### src/drxos_consts.vh
// Constants for the deserializer receive output and status block.
// Assumes inclusion by bare name from design files of this block.
`ifndef DRXOS_CONSTS_VH
`define DRXOS_CONSTS_VH

// ****************************************************************
// Register map (byte offsets)
// ****************************************************************
`define DRXOS_ADDR_CTRL      8'h00
`define DRXOS_ADDR_STATUS    8'h04
`define DRXOS_ADDR_INT_STAT  8'h08
`define DRXOS_ADDR_INT_CLR   8'h0C
`define DRXOS_ADDR_INT_EN    8'h10
`define DRXOS_ADDR_CHAR_IN   8'h14
`define DRXOS_ADDR_TRG_DIV   8'h18

// ****************************************************************
// Control register fields
// ****************************************************************
`define DRXOS_CTRL_RATE      0
`define DRXOS_CTRL_BIST_LO   1
`define DRXOS_CTRL_BIST_HI   2
`define DRXOS_CTRL_ROE1      3
`define DRXOS_CTRL_ROE2      4
`define DRXOS_CTRL_VALID     5
`define DRXOS_CTRL_RESET     6'h00

// ****************************************************************
// Status register fields
// ****************************************************************
`define DRXOS_STAT_PDN       0
`define DRXOS_STAT_LOCKREF   1
`define DRXOS_STAT_BIST_LO   2
`define DRXOS_STAT_BIST_HI   4

// ****************************************************************
// Interrupt bits
// ****************************************************************
`define DRXOS_INT_PDN_RISE   0
`define DRXOS_INT_BIST_CHG   1
`define DRXOS_INT_TRG_EDGE   2
`define DRXOS_INT_WIDTH      3

// ****************************************************************
// Values and timing
// ****************************************************************
`define DRXOS_BIST_REPORT    2'h2
`define DRXOS_TRG_DIV_RESET  8'h04
`define DRXOS_BIST_RESET     3'h0

`endif

### src/drxos_clkgen.v
// Recovered character clock generator with enable pulses.
// Assumes a single system clock; divider counts system cycles.
`timescale 1ns/1ns
`default_nettype none

module drxos_clkgen (
    // Clock and reset
    input  wire       clk,
    input  wire       arst_n,
    // Control
    input  wire [7:0] half_period,
    // Outputs
    output reg        clk_level,
    output reg        edge_pulse
);

    reg  [7:0] count;

    // ****************************************************************
    // Free-running divider
    // ****************************************************************
    always @(posedge clk or negedge arst_n) begin
        if (!arst_n) begin
            count      <= 8'h00;
            clk_level  <= 1'b0;
            edge_pulse <= 1'b0;
        end else if (count + 8'h01 >= half_period) begin
            count      <= 8'h00;
            clk_level  <= ~clk_level;
            edge_pulse <= 1'b1;
        end else begin
            count      <= count + 8'h01;
            edge_pulse <= 1'b0;
        end
    end

endmodule // drxos_clkgen

`default_nettype wire

### src/drxos_top.v
// One receive channel output stage: parallel characters, self-test
// status, reclocker power-down flag and training clock reference.
// Assumes a 50 MHz system clock and a register port master.
//
// Chosen here: the strobed register port and the address map.
`timescale 1ns/1ns
`default_nettype none
`include "drxos_consts.vh"

// What this block does
// - Full rate: update data on rising edge
// - Half rate: update on both clock edges
// - Self-test: status on low bits, pin
// - Status pin valid only for control 10
// - Power-down flag when both enables clear
// - Training clock is PLL frequency reference
// - Valid data: clock from software divider
// - Output clock runs continuously at set rate
// - Async reset restores initial state
module drxos_top (
    // System
    input  wire        SYS_CLK,
    input  wire        ARST_N,
    // Register port
    input  wire [7:0]  ADDR,
    input  wire [31:0] WDATA,
    input  wire        WR,
    input  wire        RD,
    output reg  [31:0] RDATA,
    // Training reference clock from pin
    input  wire        CDR_TRAINING_REFERENCE_CLOCK,
    // Self-test status code from checker
    input  wire [2:0]  SELFTEST_CODE,
    // Host-side outputs
    output reg  [9:0]  PARALLEL_CHAR_OUT,
    output reg         RECOVERED_CHAR_CLOCK,
    output reg         RECOVERED_CHAR_CLOCK_N,
    output reg         SELFTEST_STATUS_PIN,
    output reg         RECLOCKER_POWERDOWN_FLAG,
    output reg         IRQ
);

    // ****************************************************************
    // Registers and state
    // ****************************************************************
    reg  [5:0]  ctrl;
    reg  [9:0]  char_in;
    reg  [7:0]  trg_div;
    reg  [2:0]  int_stat;
    reg  [2:0]  int_en;
    reg  [2:0]  int_clr;
    reg         trg_s1;
    reg         trg_s2;
    reg         trg_d;
    reg  [2:0]  code_s1;
    reg  [2:0]  code_s2;
    reg  [2:0]  bist_held;
    reg         pdn_d;
    reg  [7:0]  ref_div;
    reg  [7:0]  ref_count;
    reg         ref_edge_seen;
    reg  [9:0]  next_char;
    reg         next_pin;

    wire        rate_half;
    wire [1:0]  bist_ctrl;
    wire        data_valid;
    wire        pdn;
    wire        rec_level;
    wire        rec_edge;
    wire        upd;
    wire        trg_rise;
    wire        bist_on;
    wire [2:0]  events;
    wire [7:0]  half_period;

    assign rate_half  = ctrl[`DRXOS_CTRL_RATE];
    assign bist_ctrl  = ctrl[`DRXOS_CTRL_BIST_HI:`DRXOS_CTRL_BIST_LO];
    assign data_valid = ctrl[`DRXOS_CTRL_VALID];
    assign pdn        = ~ctrl[`DRXOS_CTRL_ROE1] &
                        ~ctrl[`DRXOS_CTRL_ROE2];
    assign bist_on    = bist_ctrl != 2'h0;
    assign trg_rise   = trg_s2 & ~trg_d;

    // Register address match
    function hit;
        input [7:0] a;
        input [7:0] ref_addr;
        begin
            hit = (a == ref_addr);
        end
    endfunction

    // ****************************************************************
    // Input synchronisers
    // ****************************************************************
    always @(posedge SYS_CLK or negedge ARST_N) begin
        if (!ARST_N) begin
            trg_s1  <= 1'b1;
            trg_s2  <= 1'b1;
            trg_d   <= 1'b1;
            code_s1 <= `DRXOS_BIST_RESET;
            code_s2 <= `DRXOS_BIST_RESET;
        end else begin
            trg_s1  <= CDR_TRAINING_REFERENCE_CLOCK;
            trg_s2  <= trg_s1;
            trg_d   <= trg_s2;
            code_s1 <= SELFTEST_CODE;
            code_s2 <= code_s1;
        end
    end

    // ****************************************************************
    // Training reference measurement
    // ****************************************************************
    always @(posedge SYS_CLK or negedge ARST_N) begin
        if (!ARST_N) begin
            ref_count     <= 8'h00;
            ref_div       <= `DRXOS_TRG_DIV_RESET;
            ref_edge_seen <= 1'b0;
        end else if (trg_rise) begin
            ref_count     <= 8'h00;
            ref_edge_seen <= 1'b1;
            if (ref_edge_seen && ref_count > 8'h01) begin
                ref_div <= ref_count[7:1] + {7'h00, ref_count[0]};
            end
        end else if (ref_count != 8'hFF) begin
            ref_count <= ref_count + 8'h01;
        end
    end

    // Valid data: software divider; else lock to reference
    assign half_period = data_valid ? trg_div :
                         (rate_half ? {ref_div[6:0], 1'b0} : ref_div);

    // ****************************************************************
    // Recovered clock
    // ****************************************************************
    drxos_clkgen u_clkgen (
        .clk         (SYS_CLK),
        .arst_n      (ARST_N),
        .half_period (half_period),
        .clk_level   (rec_level),
        .edge_pulse  (rec_edge)
    );

    // Full rate: rising edge only; half rate: both edges
    assign upd = rec_edge & (rate_half | rec_level);

    // ****************************************************************
    // Output data and self-test status
    // ****************************************************************
    always @* begin
        next_char = char_in;
        next_pin  = 1'b0;
        if (bist_on) begin
            next_char = {8'h00, bist_held[1:0]};
            if (bist_ctrl == `DRXOS_BIST_REPORT) begin
                next_pin = bist_held[2];
            end
        end
    end

    always @(posedge SYS_CLK or negedge ARST_N) begin
        if (!ARST_N) begin
            PARALLEL_CHAR_OUT      <= 10'h000;
            SELFTEST_STATUS_PIN    <= 1'b0;
            RECOVERED_CHAR_CLOCK   <= 1'b0;
            RECOVERED_CHAR_CLOCK_N <= 1'b1;
            bist_held              <= `DRXOS_BIST_RESET;
        end else begin
            RECOVERED_CHAR_CLOCK   <= rec_level;
            RECOVERED_CHAR_CLOCK_N <= ~rec_level;
            if (upd) begin
                PARALLEL_CHAR_OUT   <= next_char;
                SELFTEST_STATUS_PIN <= next_pin;
                bist_held           <= code_s2;
            end
        end
    end

    // ****************************************************************
    // Power-down flag
    // ****************************************************************
    always @(posedge SYS_CLK or negedge ARST_N) begin
        if (!ARST_N) begin
            RECLOCKER_POWERDOWN_FLAG <= 1'b1;
            pdn_d                    <= 1'b1;
        end else begin
            RECLOCKER_POWERDOWN_FLAG <= pdn;
            pdn_d                    <= pdn;
        end
    end

    // ****************************************************************
    // Interrupts
    // ****************************************************************
    assign events[`DRXOS_INT_PDN_RISE] = pdn & ~pdn_d;
    assign events[`DRXOS_INT_BIST_CHG] = upd & bist_on &
                                         (code_s2 != bist_held);
    assign events[`DRXOS_INT_TRG_EDGE] = trg_rise & ~ref_edge_seen;

    always @* begin
        int_clr = 3'h0;
        if (WR && hit(ADDR, `DRXOS_ADDR_INT_CLR)) begin
            int_clr = WDATA[2:0];
        end
    end

    always @(posedge SYS_CLK or negedge ARST_N) begin
        if (!ARST_N) begin
            int_stat <= 3'h0;
            IRQ      <= 1'b0;
        end else begin
            int_stat <= (int_stat & ~int_clr) | events;
            IRQ      <= |(int_stat & int_en);
        end
    end

    // ****************************************************************
    // Register port
    // ****************************************************************
    always @(posedge SYS_CLK or negedge ARST_N) begin
        if (!ARST_N) begin
            ctrl    <= `DRXOS_CTRL_RESET;
            char_in <= 10'h000;
            trg_div <= `DRXOS_TRG_DIV_RESET;
            int_en  <= 3'h0;
        end else if (WR) begin
            if (hit(ADDR, `DRXOS_ADDR_CTRL)) begin
                ctrl <= WDATA[5:0];
            end
            if (hit(ADDR, `DRXOS_ADDR_CHAR_IN)) begin
                char_in <= WDATA[9:0];
            end
            if (hit(ADDR, `DRXOS_ADDR_TRG_DIV)) begin
                trg_div <= (WDATA[7:0] == 8'h00) ? 8'h01 : WDATA[7:0];
            end
            if (hit(ADDR, `DRXOS_ADDR_INT_EN)) begin
                int_en <= WDATA[2:0];
            end
        end
    end

    always @(posedge SYS_CLK or negedge ARST_N) begin
        if (!ARST_N) begin
            RDATA <= 32'h00000000;
        end else if (RD) begin
            case (ADDR)
                `DRXOS_ADDR_CTRL:     RDATA <= {26'h0, ctrl};
                `DRXOS_ADDR_STATUS:   RDATA <= {27'h0, bist_held,
                                                ref_edge_seen, pdn};
                `DRXOS_ADDR_INT_STAT: RDATA <= {29'h0, int_stat};
                `DRXOS_ADDR_INT_EN:   RDATA <= {29'h0, int_en};
                `DRXOS_ADDR_CHAR_IN:  RDATA <= {22'h0, char_in};
                `DRXOS_ADDR_TRG_DIV:  RDATA <= {24'h0, trg_div};
                default:              RDATA <= 32'h00000000;
            endcase
        end else begin
            RDATA <= 32'h00000000;
        end
    end

endmodule // drxos_top

`default_nettype wire

### config.mk
export PLATFORM = sky130hd
export DESIGN_NAME = drxos_top
export DESIGN_NICKNAME = d
export VERILOG_FILES = /design/src/drxos_clkgen.v /design/src/drxos_top.v
export VERILOG_INCLUDE_DIRS = /design/src
export SDC_FILE = /design/constraint.sdc
export NUM_CORES = 1
export LEC_CHECK = 0
export BUFFER_PORTS_ARGS = -buffer_cell sky130_fd_sc_hd__buf_4
export CAP_MARGIN = 10
export CORE_UTILIZATION = 49
export DETAILED_ROUTE_END_ITERATION = 6
export GPL_TIMING_DRIVEN = 0
export PLACE_DENSITY = 0.8
export SETUP_SLACK_MARGIN = 0.3
export SYNTH_ARGS = -nofsm -noshare
export SYNTH_HDL_FRONTEND = slang
export SYNTH_SLANG_ARGS = --single-unit
### constraint.sdc
create_clock -name SYS_CLK -period 2.2 [get_ports SYS_CLK]
set_clock_uncertainty 0.05 [all_clocks]
set_input_delay 0.55 -clock SYS_CLK [delete_from_list [all_inputs] [get_ports SYS_CLK]]
set_output_delay 0.55 -clock SYS_CLK [all_outputs]
set_load 0.01 [all_outputs]
**Word level (Yosys, flattened, before mapping)**

Cells that the tools add are included.

- Memories kept: 0
- Bits in latches: 0
- Input port bits: 48
- Output and inout port bits: 47
- Bits in registers: 116
- RAM bits: 0
- Bits in read-only memories: 0

- Shift operators: 0
- Reduce and logical (&&, ||, !) cells: 12
- Multipliers: 0
- Bitwise operators: 18
- Equality and inequality tests: 9
- Add/subtract/negate cells: 3
- Div/mod/pow operators: 0
- Order comparisons: 2
- Muxes and demuxes: 13

Operators by type and width:

| cell | count |
|---|---|
| 10-bit one-hot mux with 6 select lines | 1 |
| 8-bit two-way mux | 6 |
| 8-bit by 5-bit == test with 1-bit output, second input constant | 3 |
| 10-bit two-way mux | 2 |
| 8-bit by 1-bit adder with 8-bit output, second input constant | 2 |
| 8-bit by 4-bit == test with 1-bit output, second input constant | 2 |
| 8-bit logical NOT | 2 |
| 2-bit AND reduction | 5 |
| 7-bit by 1-bit adder with 8-bit output | 1 |
| 8-bit by 3-bit == test with 1-bit output, second input constant | 1 |
| 8-bit >= comparator | 1 |
| 8-bit by 1-bit > comparator with 1-bit output, second input constant | 1 |
| 8-bit != test, second input constant | 1 |
| 1-bit AND | 7 |
| 3-bit AND | 2 |
| 1-bit inverter | 6 |
| 2-bit nonzero test | 2 |
| 1-bit two-way mux | 3 |
| 3-bit two-way mux | 1 |
| 3-bit != test | 1 |
| 3-bit inverter | 1 |
| 3-bit OR | 1 |
| 3-bit OR reduction | 1 |
| 2-bit == test, second input constant | 1 |
| other kinds (2) | 3 |

**Longest topological paths before layout**

Gate-level depths: netlist of the first run.

- Word-level depth: 6
- Mapped depth: 10

**Modules after synthesis**

Synthesis of the first run repeated with hierarchy kept, for this count alone.

- Cells, all modules: 407
- Area, all modules: 4669.5 um^2

Modules (own cells, without submodules):

| module | cells an instance | area an instance (um^2) | times used | seq. area each (um^2) |
|---|---|---|---|---|
| drxos_top | 345 | 4037.6 | 1 | 2110.8 |
| drxos_clkgen | 62 | 631.9 | 1 | 250.2 |

**Least setup slack after synthesis of the first run**

Ideal clock, no wire load.

- Path kind: register to register
- Start point: register u_clkgen.count[0]
- End point: register u_clkgen.clk_level
- Buffers on the path: 0
- Clock period less this slack: 2144 ps
- Setup time: 83 ps
- Data arrival time: 2011 ps
- Stages on the path, launching flop included: 9
- Path slack: 56 ps
- Data required time: 2067 ps
- Cells stage by stage: dfrtp_1 ha_1 nand3_1 nor2_1 xor2_1 ha_1 nand3_1 o311ai_2 xnor2_1

- Cells in the longest elaborated chain, start to end: 2

RTL lines:

| what | line | text |
|---|---|---|
| start, declared | drxos_clkgen.v:17 | `reg [7:0] count;` |
| start signal, assigned | drxos_clkgen.v:32 | `count <= count + 8'h01;` |
| 8-bit by 1-bit adder with 8-bit output | drxos_clkgen.v:27 | `end else if (count + 8'h01 >= half_period) begin` |
| 8-bit >= comparator | drxos_clkgen.v:27 |  |
| end signal, assigned | drxos_clkgen.v:29 | `clk_level <= ~clk_level;` |
| end, declared | drxos_clkgen.v:13 | `output reg clk_level,` |

Every way passes these cells.
A chain may end at the register's enable or synchronous reset.

**Worst setup path in the final report of the first run**

- Start point: register ctrl[0]
- End point: register u_clkgen.clk_level

- Cells in the longest elaborated chain, start to end: 3

RTL lines:

| what | line | text |
|---|---|---|
| start, declared | drxos_top.v:46 | `reg [5:0] ctrl;` |
| start signal, assigned | drxos_top.v:225 | `` ctrl <= `DRXOS_CTRL_RESET; `` |
| start signal, assigned | drxos_top.v:231 | `ctrl <= WDATA[5:0];` |
| 8-bit two-way mux | drxos_top.v:134 | `(rate_half ? {ref_div[6:0], 1'b0} : ref_div);` |
| 8-bit two-way mux | drxos_top.v:133 | `assign half_period = data_valid ? trg_div :` |
| 8-bit >= comparator | drxos_clkgen.v:27 |  |

Every way passes these cells.

==> impl_results.md, run 1 <==
* Root Driver: clkbuf_8
* Clock Latency Late Sink at 0.37 ns
* First DRT Iteration DRCs at 233
* Filler cells at 666
* Top cells by area, synth: dfrtp_1, mux2_2, dfstp_2
* Die width at 97.8 um
* Synth cell types at 46
* Post-DP HPWL at 6550 um
* Drt wl/cell at 15.7 um
* Initial antenna violation count at 0
* Status: finished with violations
* Synth warn at 0
* Slew Limit Fails at 0
* Synth top area share at 0.484
* Setup ws final at -0.00713 ns
* Crit share post-route at 1.00
* CP max FO at 5
* Proportion of power drawn by the clock network at 0.228
* Avg Vias per Cell at 5.37
* Post-synth EDFFs at 0
* NetSw at 1.73 mW
* Max_cap viols at 0
* Final Setup Violations at 1
* Share of post-route cells with drive strength above 1 at 0.345
* Fin nets at 552
* Synth Register Bits at 94
* Syn avg cell area at 11.3 um2
* P per Cell Area at 932 nW/um2
* TritonRoute pass-1 iters at 7
* PortBufs at 50
* Comb pwr share at 0.323
* Die Footprint at 9560 um2
* Fin Hold WS at 0.121 ns
* Synth area leader: dfrtp_1
* Internal power at 3.40 mW
* Area of the multi-input gates at 2050 um2
* TritonCTS clock tree: built
* Worst path required time at 2.41 ns
* Clock period minus worst slack at 2.21 ns
* Hold WC Path Type: input port to async pin
* Drt total wl at 9500 um
* Reg power frac at 0.449
* H-Tree Depth at 3
* Relative slew slack at 0.498
* Mapped cell area at 4500 um2
* Clock slew at reported path FFs at 0.09 ns
* Die extent in y at 97.8 um
* ANT nets after route at 0
* Hold-fix buffers, CTS at 0
* DRC at 14
* F_max at 453 MHz
* Sequential share of the synthesized area at 0.525
* Area Overhead vs Synth at 22.3%
* Synth async-reset ratio at 1.00
* Synth Flop Type: dfrtp_1
* Startpoint types: flop
* Ports at 95
* CP endpoint kind: flop
* Switching part of the total power at 0.338
* Most frequent cell after synthesis: dfrtp_1
* Critical Path AT at 2.41 ns
* Final Util at 0.624
* Grt ovf at 0
* Core area at 8810 um2
* Setup TNS at -0.00713 ns
* Routability congestion estimate at 0.859
* Vias post-DR at 3246
* GRT Resource Usage Total at 0.200
* Final antenna diode count at 0
* FF/Latch Area at 2360 um2
* Starting Density at 0.511
* Final Hold Viols at 0
* Vias in the first global route at 3141
* Largest net degree at the start of global routing at 95
* Crit Path Class: flop to flop
* Sink Count at 94
* IR drop worst, VDD at 0.567 mV
* Tightest Pin Transition at 0.746 ns
* Mapped Cells at 398
* Rows at 34
* Synth top cells by count: dfrtp_1, nand2_1, nor2_1
* RSZ-0062 raised after global routing: true
* Pleak at 2.67 nW
* Total CTS buffers at 9
* First-pass GRT wire length at 15100 um
* Failing checks: design-rule violations, negative setup slack
* Bufs on Longest Clock Path at 2
## path summary, 6_finish.rpt
path,startpoint,endpoint,slack (ns),cells after the start
min reg2reg,code_s1[1],code_s2[1],0.31,0
min in group SYS_CLK,SELFTEST_CODE[0],code_s1[0],0.23,1
min,ARST_N,code_s1[1],0.12,1
max in group asynchronous,ARST_N,RECOVERED_CHAR_CLOCK_N,1.27,2
max reg2reg,ctrl[0],u_clkgen.clk_level,-0.007,10
max,ctrl[0],u_clkgen.clk_level,-0.007,10
## worst max-delay path, cell delays in order (launching register included)
cell and delay (ns):
dfrtp_1 0.42, buf_6 0.15, mux2i_2 0.24, nor2_1 0.08
a21oi_1 0.13, ha_1 0.26, a21o_1 0.18, a21oi_2 0.18
o311ai_4 0.15, buf_6 0.16, xnor2_1 0.11
## state kept, by name, summed over array words and instances, names as in the netlist, 6 cells and up
signal             flops
trg_div                8
ref_count              8
u_clkgen.count         8
char_in               10
ref_div                8
RDATA                 10
PARALLEL_CHAR_OUT     10
ctrl                   6
## layout by cell type (no fill, tap or decap), types with 4 or more instances in the layout
cell	synthesis	layout
dfrtp_1	87	87
buf_4	22	79
nand2_1	36	36
nor2_1	33	29
mux2_2	25	25
conb_1	1	22
o21ai_0	19	18
a21oi_1	21	16
mux2i_1	14	13
xnor2_1	12	12
ha_1	13	12
nor2b_1	9	9
clkbuf_8	0	9
inv_1	8	8
and3_1	9	8
dfstp_2	7	7
nand3_1	9	6
a22oi_1	6	6
mux2_4	6	6
a21oi_2	0	5
clkbuf_1	6	5
buf_6	2	4
xor2_1	5	4
nand4_1	4	4
nor4_1	4	4
nor3_1	4	4
a222oi_1	4	4
## power groups by stage
stage	Clock, mW	Combinational, mW	Sequential [mW]
finish	1.17	1.65	2.30
global route	1.25	1.85	2.35
CTS	1.18	1.46	2.28
detailed placement	0	1.35	2.32
global placement	0	1.29	2.30
floorplan	0	0.944	2.27
## routing by layer
| metal | wire (um) | track usage |
|---|---|---|
| met5 | 0 | 0 |
| met4 | 133 | 0.0559 |
| met1 | 4080 | 0.272 |
| met2 | 4820 | 0.322 |
| met3 | 462 | 0.0472 |
## stage by stage
| stage | setup WS [ns] | power, mW | cell area (um2) | instances |
|---|---|---|---|---|
| 2_1_floorplan | 0.161 | 3.22 | 4600 | 419 |
| 3_3_place_gp | -0.0319 | 3.59 | 5110 | 577 |
| 3_5_place_dp | -0.123 | 3.67 | 5110 | 577 |
| 4_1_cts | 0.0194 | 4.92 | 5360 | 598 |
| 5_1_grt | -0.111 | 5.44 | 5500 | 604 |
| 6_report | -0.00713 | 5.13 | 5500 | 604 |
## repair_timing
| action | 4_1_cts | 5_1_grt |
|---|---|---|
| resized for setup | 4 | 20 |
| gates cloned | 0 | 1 |
| endpoints found under the hold margin | 0 | 0 |
| buffers inserted | 5 | 4 |
| pin swaps | 4 | 9 |
| setup endpoints to repair | 13 | 19 |
## cells by family after synthesis
family | share of synthesized area
xor gates and xnor gates | 0.0331
and+or+nand+nor | 0.141
buffers and inverters | 0.0579
AOI/OAI and AO/OA | 0.0918
muxes | 0.114
DFF | 0.525
other | 0.000834
adders and majority gates | 0.0362
## final cells by class
class                           count  area share
Timing Repair Buffer               61      0.0878
Inverter                            8     0.00546
Multi-Input combinational cell    283       0.373
Clock inverter                      6      0.0132
Sequential cell                    94       0.429
Tap cell                          108      0.0246
Buffer                             34      0.0432
Clock buffer                       10      0.0232
No activity file was read; power rests on OpenSTA's default activity.
==> run 2, diff against run 1 <==
--- a/config.mk
+++ b/config.mk
@@ -8,10 +8,11 @@
 export LEC_CHECK = 0
 export BUFFER_PORTS_ARGS = -buffer_cell sky130_fd_sc_hd__buf_4
 export CAP_MARGIN = 10
-export CORE_UTILIZATION = 49
+export CORE_UTILIZATION = 51
+export CTS_BUF_LIST = sky130_fd_sc_hd__clkbuf_4 sky130_fd_sc_hd__clkbuf_8
 export DETAILED_ROUTE_END_ITERATION = 6
 export GPL_TIMING_DRIVEN = 0
-export PLACE_DENSITY = 0.8
+export PLACE_DENSITY = 0.82
 export SETUP_SLACK_MARGIN = 0.3
 export SYNTH_ARGS = -nofsm -noshare
 export SYNTH_HDL_FRONTEND = slang
==> impl_results.md, run 2 (same netlist as run 1, synthesis figures left out) <==
* Largest regs: PARALLEL_CHAR_OUT (10), RDATA (10), char_in (10)
* GRT Resource Usage Total at 0.219 (+0.0190)
* RSZ-0062 raised after global routing: true
* Die width at 95.9 um (-1.9%)
* First DRT Iteration DRCs at 175 (-25%)
* Critical Path AT at 2.38 ns (-0.03 ns)
* Crit share post-route at 0.987 (-0.0159)
* Tightest Pin Transition at 0.768 ns (+0.0219 ns)
* TritonRoute pass-1 iters at 4 (-3)
* Fin Hold WS at 0.122 ns (+0.000819 ns)
* CP endpoint kind: flop
* Final Hold Viols at 0 (unchanged)
* Busiest grt layer: met2
* DRC at 0 (-14)
* Vias in the first global route at 3201 (+1.9%)
* GRT met2 Usage at 0.353 (+0.0306)
* Crit Path Class: flop to flop
* Final antenna diode count at 0 (unchanged)
* Sink Count at 94 (unchanged)
* Met1 Track Usage GR at 0.280 (+0.00732)
* Clock slew at reported path FFs at 0.09 ns (about the same)
* Setup TNS at 0 ns (+0.00713 ns)
* Met3 Resource Use GR at 0.0529 (+0.00568)
* Vias post-DR at 3249 (+0.092%)
* Most frequent cells in the layout: dfrtp_1, buf_4, nand2_1
* First-pass GRT wire length at 15000 um (-0.64%)
* CP max FO at 10 (+5)
* Status: finished, final reports clean
* Initial antenna violation count at 0 (unchanged)
* TritonCTS clock tree: built
* Area Overhead vs Synth at 21.6%
* Die extent in y at 95.9 um (-1.9%)
* Bufs on Longest Clock Path at 2 (unchanged)
* H-Tree Depth at 3 (unchanged)
* ANT nets after route at 0 (unchanged)
* Drt wl/cell at 15.8 um (+0.79%)
* Filler cells at 626 (-6.0%)
* Ports at 95 (unchanged)
* PortBufs at 50 (unchanged)
* IR drop worst, VDD at 0.516 mV (-9.0%)
* Share of post-route cells with drive strength above 1 at 0.333 (-0.0121)
* Die Footprint at 9190 um2 (-3.8%)
* Fin nets at 547 (-0.91%)
* Worst path required time at 2.41 ns (about the same)
* Routability congestion estimate at 0.883 (+2.7%)
* Grt ovf at 0 (unchanged)
* Startpoint types: flop
* Clock period minus worst slack at 2.17 ns (-0.0349 ns)
* Slew Limit Fails at 0 (unchanged)
* F_max at 460 MHz (+1.6%)
* Hold WC Path Type: input port to async pin
* Rows at 33 (-2.9%)
* Area of the multi-input gates at 2050 um2 (-0.31%)
* Avg Vias per Cell at 5.46 (+1.6%)
* Root Driver: clkbuf_8
* Starting Density at 0.536 (+0.0258)
* Pleak at 2.65 nW (-0.55%)
* Largest net degree at the start of global routing at 95 (unchanged)
* Core area at 8380 um2 (-4.8%)
* Post-DP HPWL at 6540 um (-0.15%)
* Max_cap viols at 0 (unchanged)
* FF/Latch Area at 2360 um2 (about the same)
* Final Setup Violations at 0 (-1)
* Drt total wl at 9430 um (-0.72%)
* Relative slew slack at 0.485 (-0.0134)
* Clock Latency Late Sink at 0.36 ns (about the same)
* Total CTS buffers at 9 (unchanged)
* P per Cell Area at 945 nW/um2 (+1.3%)
* Most common cell after layout, fill and taps aside: dfrtp_1
==> run 2: repair_timing <==
action                                  4_1_cts  5_1_grt
gates resized for setup                       6       14
hold buffers                                  0        0
endpoints found under the setup margin       17       24
buffers inserted                              3        2
pin swaps                                     6        9
==> run 2: worst max-delay path, stage by stage (launching register included) <==
cell,delay [ns]
dfrtp_2,0.44
ha_4,0.18
nand3_4,0.10
nor2_4,0.04
xor2_2,0.17
ha_1,0.30
a21o_1,0.17
a21oi_2,0.19
o311ai_4,0.14
buf_12,0.16
xnor2_1,0.12
==> run 2: per-stage QoR <==
stage	power [mW]	instances	worst slack (ns)	area [um2]	utilization
after global routing	5.50	595	-0.0942	5470	0.652
after detailed placement	3.68	574	-0.0711	5100	0.609
after global placement	3.58	574	-0.0189	5100	0.609
after CTS	5.08	592	0.0212	5380	0.642
final	5.17	595	0.0278	5470	0.652
after floorplan	3.22	419	0.161	4600	-
==> run 2: per-layer routing <==
metal,routed length (um),vias up
met3,503,20
li1,-,1522
met2,4800,109
met1,3950,1598
met5,0,-
met4,176,0
==> run 2: final timing paths <==
kind	slack [ns]	cells after the start	from	to
setup / recovery	0.03	10	u_clkgen.count[0]	u_clkgen.clk_level
max in group asynchronous	1.27	2	ARST_N	ref_div[2]
setup reg to reg	0.03	10	u_clkgen.count[0]	u_clkgen.clk_level
hold / removal	0.12	1	ARST_N	code_s2[0]
min in group SYS_CLK	0.23	1	SELFTEST_CODE[0]	code_s1[0]
hold reg to reg	0.30	0	code_s1[2]	code_s2[2]
==> run 2: layout make-up <==
class | instances | share of cell area
inverters | 8 | 0.00549
repair buffers | 56 | 0.0828
clock inverters | 6 | 0.0158
well taps | 105 | 0.0240
flip-flops and latches | 94 | 0.432
plain buffers | 34 | 0.0430
multi-input cells | 283 | 0.374
clock buffers | 9 | 0.0227
==> run 2: report_power, final <==
part	total (mW)	leakage [nW]	switching, mW	internal, mW
registers	2.30	1.22	0.267	2.04
logic	1.63	1.33	0.831	0.800
clock network	1.23	0.105	0.599	0.634
